==> src/include/dma_flags_pkg.sv <==
// constants and carriers for the dma event flag block
package dma_flags_pkg;

	// ---------------------------------------------------------------
	// register byte addresses
	// ---------------------------------------------------------------
	localparam logic [7:0] FLAGS_ADDR = 8'h14;
	localparam logic [7:0] MASK_ADDR  = 8'h20;
	localparam logic [7:0] POLL_ADDR  = 8'h24;

	// ---------------------------------------------------------------
	// status field positions
	// ---------------------------------------------------------------
	localparam int TX_DONE_BIT   = 0;
	localparam int TX_STOP_BIT   = 1;
	localparam int TX_UNAV_BIT   = 2;
	localparam int TX_UNDER_BIT  = 5;
	localparam int RX_DONE_BIT   = 6;
	localparam int RX_UNAV_BIT   = 7;
	localparam int RX_STOP_BIT   = 8;
	localparam int RX_OVER_BIT   = 9;
	localparam int TX_EARLY_BIT  = 10;
	localparam int RX_EARLY_BIT  = 14;
	localparam int ABN_SUM_BIT   = 15;
	localparam int TX_STATE_LSB  = 20;
	localparam int POLL_TX_BIT   = 0;
	localparam int POLL_RX_BIT   = 1;

	// implemented sticky flags and the abnormal group
	localparam logic [15:0] FLAG_BITS  = 16'h47E7;
	localparam logic [15:0] ABN_BITS   = 16'h05A2;
	localparam logic [15:0] FLAGS_RST  = 16'h0000;
	localparam logic [15:0] MASK_RST   = 16'h0000;

	// transmit state field codes
	localparam logic [2:0] TXS_STOPPED = 3'h0;
	localparam logic [2:0] TXS_RUNNING = 3'h1;
	localparam logic [2:0] TXS_SUSPEND = 3'h6;

	// overlength limit, inside the 2048 to 2560 byte window
	localparam logic [11:0] RX_OVER_LIMIT = 12'h800;

	// ---------------------------------------------------------------
	// event pulses from the descriptor dma engines
	// ---------------------------------------------------------------
	typedef struct packed {
		logic txDone;
		logic txEarlyDone;
		logic txUnderflow;
		logic txFetch;
		logic txFetchHostOwned;
		logic txStopEnter;
		logic txStart;
		logic rxDone;
		logic rxEarlyDone;
		logic rxFetch;
		logic rxFetchHostOwned;
		logic rxStopEnter;
		logic rxFrameArrive;
		logic rxFrameStart;
		logic rxByteValid;
	} dmaEvents_t;

	// descriptor write requests back to the engines
	typedef struct packed {
		logic txDesc0UnderSet;
		logic txDesc1DoneSet;
		logic rxDescStatusSet;
	} descWrites_t;

endpackage

==> src/rtl/dma_status_event_flags.sv <==
// dma status event flags with apb register access
//
// Decided for this implementation: the register offsets and the APB slave port.
module dma_status_event_flags (
	// clock and reset
	input  wire logic                      core_clk,
	input  wire logic                      srst,
	// apb slave
	input  wire logic                      psel,
	input  wire logic                      penable,
	input  wire logic                      pwrite,
	input  wire logic [7:0]                paddr,
	input  wire logic [31:0]               pwdata,
	output logic      [31:0]               prdata,
	output logic                           pready,
	output logic                           pslverr,
	// dma engine events
	input  wire dma_flags_pkg::dmaEvents_t events,
	// process control back to the engines
	output logic                           txSuspended,
	output logic                           rxSuspended,
	output logic                           txPollDemand,
	output logic                           rxPollDemand,
	output dma_flags_pkg::descWrites_t     descWrites,
	// interrupt
	output logic                           irq
);

	// ---------------------------------------------------------------
	// state
	// ---------------------------------------------------------------
	logic [15:0]  flags_r;
	logic [15:0]  flags_nxt;
	logic [15:0]  mask_r;
	logic [15:0]  mask_nxt;
	logic [31:0]  prdata_r;
	logic [31:0]  prdata_nxt;
	logic         pready_r;
	logic         pready_nxt;
	logic         pslverr_r;
	logic         pslverr_nxt;
	logic         txSusp_r;
	logic         txSusp_nxt;
	logic         txStopped_r;
	logic         txStopped_nxt;
	logic         rxSusp_r;
	logic         rxSusp_nxt;
	logic         rxPrevDma_r;
	logic         rxPrevDma_nxt;
	logic [11:0]  rxCount_r;
	logic [11:0]  rxCount_nxt;
	logic         rxOverSeen_r;
	logic         rxOverSeen_nxt;
	logic         txPoll_r;
	logic         txPoll_nxt;
	logic         rxPoll_r;
	logic         rxPoll_nxt;
	logic         irq_r;
	logic         irq_nxt;
	dma_flags_pkg::descWrites_t descWr_r;
	dma_flags_pkg::descWrites_t descWr_nxt;

	// ---------------------------------------------------------------
	// apb decode
	// ---------------------------------------------------------------
	logic         access;
	logic         wrDone;
	logic         hitFlags;
	logic         hitMask;
	logic         hitPoll;
	logic         mapped;
	logic [15:0]  setVec;
	logic [15:0]  clrVec;
	logic [15:0]  w1c;
	logic [2:0]   txState;
	logic         abnSum;
	logic         rxOver;
	logic [31:0]  readWord;

	// a transfer completes where the answer is sampled high
	always_comb begin
		access   = psel & penable;
		wrDone   = access & pready_r & pwrite;
		hitFlags = 1'b0;
		hitMask  = 1'b0;
		hitPoll  = 1'b0;
		if (paddr == dma_flags_pkg::FLAGS_ADDR) begin
			hitFlags = 1'b1;
		end else if (paddr == dma_flags_pkg::MASK_ADDR) begin
			hitMask = 1'b1;
		end else if (paddr == dma_flags_pkg::POLL_ADDR) begin
			hitPoll = 1'b1;
		end
		mapped = hitFlags | hitMask | hitPoll;
	end

	// ---------------------------------------------------------------
	// event flags
	// ---------------------------------------------------------------
	always_comb begin
		// overlength: the byte past the limit of one frame
		rxOver = events.rxByteValid & ~rxOverSeen_r &
		         (rxCount_r == dma_flags_pkg::RX_OVER_LIMIT);
		setVec = 16'h0000;
		setVec[dma_flags_pkg::TX_DONE_BIT]  = events.txDone;
		setVec[dma_flags_pkg::TX_STOP_BIT]  = events.txStopEnter;
		setVec[dma_flags_pkg::TX_UNAV_BIT]  =
			events.txFetch & events.txFetchHostOwned;
		setVec[dma_flags_pkg::TX_UNDER_BIT] = events.txUnderflow;
		setVec[dma_flags_pkg::RX_DONE_BIT]  = events.rxDone;
		setVec[dma_flags_pkg::RX_UNAV_BIT]  =
			events.rxFetch & events.rxFetchHostOwned &
			rxPrevDma_r;
		setVec[dma_flags_pkg::RX_STOP_BIT]  = events.rxStopEnter;
		setVec[dma_flags_pkg::RX_OVER_BIT]  = rxOver;
		setVec[dma_flags_pkg::TX_EARLY_BIT] = events.txEarlyDone;
		setVec[dma_flags_pkg::RX_EARLY_BIT] = events.rxEarlyDone;
		// completion clears the matching early flag
		clrVec = 16'h0000;
		clrVec[dma_flags_pkg::TX_EARLY_BIT] = events.txDone;
		clrVec[dma_flags_pkg::RX_EARLY_BIT] = events.rxDone;
		// only a completed write to the flag word clears
		w1c = (wrDone & hitFlags) ? pwdata[15:0] : 16'h0000;
		// a set in the clearing cycle wins
		flags_nxt = ((flags_r & ~w1c & ~clrVec) | setVec) &
		            dma_flags_pkg::FLAG_BITS;
		// mask bits exist only where a flag exists
		mask_nxt = mask_r;
		if (wrDone & hitMask) begin
			mask_nxt = pwdata[15:0] & dma_flags_pkg::FLAG_BITS;
		end
	end

	always_ff @(posedge core_clk) begin
		if (srst) begin
			flags_r <= dma_flags_pkg::FLAGS_RST;
			mask_r  <= dma_flags_pkg::MASK_RST;
		end else begin
			flags_r <= flags_nxt;
			mask_r  <= mask_nxt;
		end
	end

	// ---------------------------------------------------------------
	// process suspend and stop tracking
	// ---------------------------------------------------------------
	always_comb begin
		txPoll_nxt = wrDone & hitPoll & pwdata[dma_flags_pkg::POLL_TX_BIT];
		rxPoll_nxt = wrDone & hitPoll & pwdata[dma_flags_pkg::POLL_RX_BIT];
		txSusp_nxt = txSusp_r;
		// resume needs a poll demand or a txStart event
		if (txPoll_r | events.txStart) begin
			txSusp_nxt = 1'b0;
		end
		if (events.txUnderflow |
		    (events.txFetch & events.txFetchHostOwned)) begin
			txSusp_nxt = 1'b1;
		end
		// a stop overrides any pending suspend
		if (events.txStopEnter) begin
			txSusp_nxt = 1'b0;
		end
		txStopped_nxt = txStopped_r;
		if (events.txStart) begin
			txStopped_nxt = 1'b0;
		end
		if (events.txStopEnter) begin
			txStopped_nxt = 1'b1;
		end
		rxSusp_nxt = rxSusp_r;
		if (rxPoll_r | events.rxFrameArrive) begin
			rxSusp_nxt = 1'b0;
		end
		if (events.rxFetch & events.rxFetchHostOwned) begin
			rxSusp_nxt = 1'b1;
		end
		if (events.rxStopEnter) begin
			rxSusp_nxt = 1'b0;
		end
		// remembers who owned the last fetched descriptor
		rxPrevDma_nxt = rxPrevDma_r;
		if (events.rxFetch) begin
			rxPrevDma_nxt = ~events.rxFetchHostOwned;
		end
		// counting stops once the frame has been flagged
		rxCount_nxt    = rxCount_r;
		rxOverSeen_nxt = rxOverSeen_r | rxOver;
		if (events.rxFrameStart) begin
			rxCount_nxt    = 12'h000;
			rxOverSeen_nxt = 1'b0;
		end else if (events.rxByteValid & ~rxOverSeen_r &
		             ~rxOver) begin
			rxCount_nxt = rxCount_r + 12'h001;
		end
		descWr_nxt.txDesc0UnderSet = events.txUnderflow;
		descWr_nxt.txDesc1DoneSet  = events.txDone;
		descWr_nxt.rxDescStatusSet = events.rxDone;
	end

	always_ff @(posedge core_clk) begin
		if (srst) begin
			txSusp_r     <= 1'b0;
			txStopped_r  <= 1'b1;
			rxSusp_r     <= 1'b0;
			// reset counts as a dma-owned fetch
			rxPrevDma_r  <= 1'b1;
			rxCount_r    <= 12'h000;
			rxOverSeen_r <= 1'b0;
			txPoll_r     <= 1'b0;
			rxPoll_r     <= 1'b0;
			descWr_r     <= '0;
		end else begin
			txSusp_r     <= txSusp_nxt;
			txStopped_r  <= txStopped_nxt;
			rxSusp_r     <= rxSusp_nxt;
			rxPrevDma_r  <= rxPrevDma_nxt;
			rxCount_r    <= rxCount_nxt;
			rxOverSeen_r <= rxOverSeen_nxt;
			txPoll_r     <= txPoll_nxt;
			rxPoll_r     <= rxPoll_nxt;
			descWr_r     <= descWr_nxt;
		end
	end

	// ---------------------------------------------------------------
	// read data, answer and interrupt
	// ---------------------------------------------------------------
	always_comb begin
		// stopped outranks suspended in the state field
		if (txStopped_r) begin
			txState = dma_flags_pkg::TXS_STOPPED;
		end else if (txSusp_r) begin
			txState = dma_flags_pkg::TXS_SUSPEND;
		end else begin
			txState = dma_flags_pkg::TXS_RUNNING;
		end
		// summary is derived, so a w1c write cannot clear it
		abnSum = |(flags_r & mask_r & dma_flags_pkg::ABN_BITS);
		readWord = 32'h0000_0000;
		if (hitFlags) begin
			readWord[15:0] = flags_r;
			readWord[dma_flags_pkg::ABN_SUM_BIT] = abnSum;
			readWord[dma_flags_pkg::TX_STATE_LSB +: 3] = txState;
		end else if (hitMask) begin
			readWord[15:0] = mask_r;
		end
		// one wait state: ready in the second access cycle
		pready_nxt  = access & ~pready_r;
		// unmapped offsets answer with an error and read zero
		pslverr_nxt = access & ~pready_r & ~mapped;
		prdata_nxt  = prdata_r;
		if (access & ~pready_r) begin
			prdata_nxt = pwrite ? 32'h0000_0000 : readWord;
		end
		// irq tracks the flags as they register
		irq_nxt = |(flags_nxt & mask_nxt);
	end

	always_ff @(posedge core_clk) begin
		if (srst) begin
			prdata_r  <= 32'h0000_0000;
			pready_r  <= 1'b0;
			pslverr_r <= 1'b0;
			irq_r     <= 1'b0;
		end else begin
			prdata_r  <= prdata_nxt;
			pready_r  <= pready_nxt;
			pslverr_r <= pslverr_nxt;
			irq_r     <= irq_nxt;
		end
	end

	// ---------------------------------------------------------------
	// outputs
	// ---------------------------------------------------------------
	assign prdata       = prdata_r;
	assign pready       = pready_r;
	assign pslverr      = pslverr_r;
	assign txSuspended  = txSusp_r;
	assign rxSuspended  = rxSusp_r;
	assign txPollDemand = txPoll_r;
	assign rxPollDemand = rxPoll_r;
	assign descWrites   = descWr_r;
	assign irq          = irq_r;

endmodule
==> config.mk <==
export PLATFORM = sky130hd
export DESIGN_NAME = dma_status_event_flags
export DESIGN_NICKNAME = d
export VERILOG_FILES = /design/src/include/dma_flags_pkg.sv /design/src/rtl/dma_status_event_flags.sv
export SDC_FILE = /design/constraint.sdc
export NUM_CORES = 1
export LEC_CHECK = 0
export ABC_AREA = 1
export BUFFER_PORTS_ARGS = -buffer_cell sky130_fd_sc_hd__buf_2
export CORE_UTILIZATION = 40
export DETAILED_ROUTE_END_ITERATION = 10
export PLACE_DENSITY = 0.67
export SLEW_MARGIN = 30
export SYNTH_ARGS = -nofsm -noshare
export SYNTH_HDL_FRONTEND = slang
export SYNTH_SLANG_ARGS = --single-unit
==> constraint.sdc <==
create_clock -name core_clk -period 4.1 [get_ports core_clk]
set_clock_uncertainty 0.1 [all_clocks]
set_input_delay 0.82 -clock core_clk [delete_from_list [all_inputs] [get_ports core_clk]]
set_output_delay 0.82 -clock core_clk [all_outputs]
set_load 0.005 [all_outputs]
==> qor.txt <==
Status = finished clean
Crit path largest cell delay = 0.46 ns
Worst setup margin = 1.871 ns
HP Class = flop to flop
WS Path Type = primary input to flop
Largest net degree at the start of global routing = 32
CTS Root Buffer Type = clkbuf_8
Minimum clock period = 2.229 ns
Met1 Resource Use GR = 19.98%
Setup TNS = 0 ns
RSZ-0062 raised after global routing = no
Initial Utilization = 42.21%
Worst-margin pin slew = 0.6266 ns
Core area = 6907 sq um
Pre-CTS WS = 1.520 ns
Synth top area share = 39.83%
IO buf count = 61
CP Data Required Time = 4.30 ns
Register area = 1161 sq um
Critical Path Slowest Stage Cell = nor2_1
Synth warn = 0
Remaining DRCs = 0
# Post-CTS Setup Buffers = 0
I/O pin count = 102
Synth top area cells = dfxtp_1, nand2_1, inv_1
Avg Inst Size Synth = 7.042 sq um
Met2 Use GR = 31.68%
Synthesized instance count = 414
CTS tree = built
Largest area contributor in the netlist = dfxtp_1
Final setup viols = 0
Routed wire per std cell = 11.34 microns
Vias = 2,654
Gpl congestion = 0.8570
Die area = 7634 sq um
P per Cell Area = 367.9 nW/um^2
Post-synthesis to final-layout area growth = 17.55%
Total gr overflow = 0
Routed Antenna Nets = 0
GR peak layer = met2
Post-synthesis register bit count = 58
# resized after CTS = 0
Met3 Usage GRT = 6.445%
CTS clock-pin slew for the worst setup and hold paths = 0.07 ns
Top_reg_cell synth = dfxtp_1
Placed cell areas = 3201 sq um
First-pass GRT wire length = 10,270 microns
Die height = 87.37 microns
CTS buffer count = 9
# hold bufs at CTS = 0
Sequential share of the synthesized area = 39.83%
Post-synth EDFFs = 0
Number of global-route vias before repair = 2,336
Slew Limit Fails = 0
WP depth = 9
Drt total wl = 6532 microns
Peak fanout along the critical path = 16
Initial antenna violation count = 0
Crit path capture type = flop
Multi-input gate area = 1374 sq um
Area of the mapped netlist = 2915 sq um
Fill cell count = 721
WHS Path Cells = 2
Commonest cells post-synth = nand2_1, inv_1, dfxtp_1
DRT iter0 DRCs = 100
HPWL after DPL = 4779 microns
Worst Path Arrival = 2.43 ns
Most numerous cell in the Yosys netlist = nand2_1
Synth async-reset ratio = 0%
Post-DR vias/cell = 4.608
Fmax achieved = 448.7 MHz
H-tree Lvls = 3
Final Hold Viols = 0
Leak = 1.685 nW
DRT Pass-1 Iters = 4
Max-cap violations = 0
Final Cycle Share = 54.36%
Cell Rows = 30
Most used cell, CP = nor2_1
Sink Count = 58
NumNets Final = 537
Max VDD drop = 0.2201 mV
Cells on worst reg2reg path = 7
Crit path buf inv count = 3
Placed Cells incl. Taps = 560
Crit path launch type = primary input
Die width = 87.37 microns
Tot GR Track Use = 17.94%
Post-synth cell types = 35
Util after Layout = 49.62%
Max_slew headroom = 58.23%
Post-layout instance area = 3427 sq um
Layout cell share with drive strength beyond 1 = 21.88%
Kind of cell adding the most delay to the critical path = simple AND/OR/NAND/NOR gates
Ant diodes = 0
CP cell instances = buf_2 -> nand2_1 -> nor2_1 -> inv_1 -> nor2_1 -> nand2_1 -> nor2_1 -> o21ai_1 -> inv_1
Flop2flop setup slack = 2.22 ns
Worst-Skew Late Latency = 0.35 ns
Fin cells = 576
Max clock buf depth = 2
final timing paths:
check,from,endpoint
setup / recovery,psel,prdata[10]
hold / removal,prdata[20],prdata[20]
setup reg to reg,pready,prdata[10]
hold reg to reg,prdata[20],prdata[20]
layer usage:
metal,vias up,wire length [microns],part of all wire (%)
met5,-,0,0
met4,0,74,1.1
li1,1393,-,-
met3,9,333,5.1
met1,1195,2862,44
met2,57,3261,50
tightest hold or removal path, cell delays in order, from the launching register on:
cell     delay (ns)
dfxtp_1        0.31
nand2_1        0.06
a21oi_1        0.05
power breakdown:
group | total, mW | switching [mW] | internal, mW
combinational | 0.0832 | 0.0549 | 0.0283
clock | 0.598 | 0.251 | 0.347
sequential | 0.580 | 0.00525 | 0.574
total | 1.26 | 0.312 | 0.949
metrics by stage:
stage | hold slack [ns] | total power [mW]
6_report | 0.3658 | 1.261
3_5_place_dp | 0.3538 | 0.6759
5_1_grt | 0.3836 | 1.311
3_3_place_gp | 0.3469 | 0.6745
4_1_cts | 0.3655 | 1.278
2_1_floorplan | 0.3354 | 0.6533
cell type report:
class,instances,share of cell area (%)
clock inverters,7,2.994
clock buffers,9,3.614
flip-flops and latches,58,33.88
repair buffers,61,8.908
multi-input cells,281,40.09
inverters,64,7.010
well taps,96,3.505
cells by family after synthesis:
logic type	count (synthesis)	synth area share, %
adders and majority gates	2	0.8582
buffers and inverters	92	15.24
DFF	58	39.83
and+or+nand+nor	203	32.83
AOI/OAI and AO/OA	55	10.21
xor gates and xnor gates	3	0.9015
other	1	0.1286
cell usage in the layout (no fill, tap or decap), drive strengths merged, types with 3 or more instances in the layout:
| cell type | count |
|---|---|
| nor3 | 12 |
| clkbuf | 9 |
| conb | 18 |
| o21ai | 21 |
| nand3 | 27 |
| nand4 | 9 |
| buf | 61 |
| dfxtp | 58 |
| inv | 65 |
| nor2 | 35 |
| nand2 | 115 |
| a21oi | 30 |
| clkinv | 3 |
sequential cells by signal, summed over array words and instances, names as in the netlist:
name,flops
pready,1
descWrites,3
rxPollDemand,1
pslverr,1
prdata,13
rxCount_r,12
txStopped_r,1
irq,1
txSuspended,1
rxPrevDma_r,1
txPollDemand,1
rxSuspended,1
rxOverSeen_r,1
mask_r,10
flags_r,10
No activity file was read; power rests on OpenSTA's default activity.
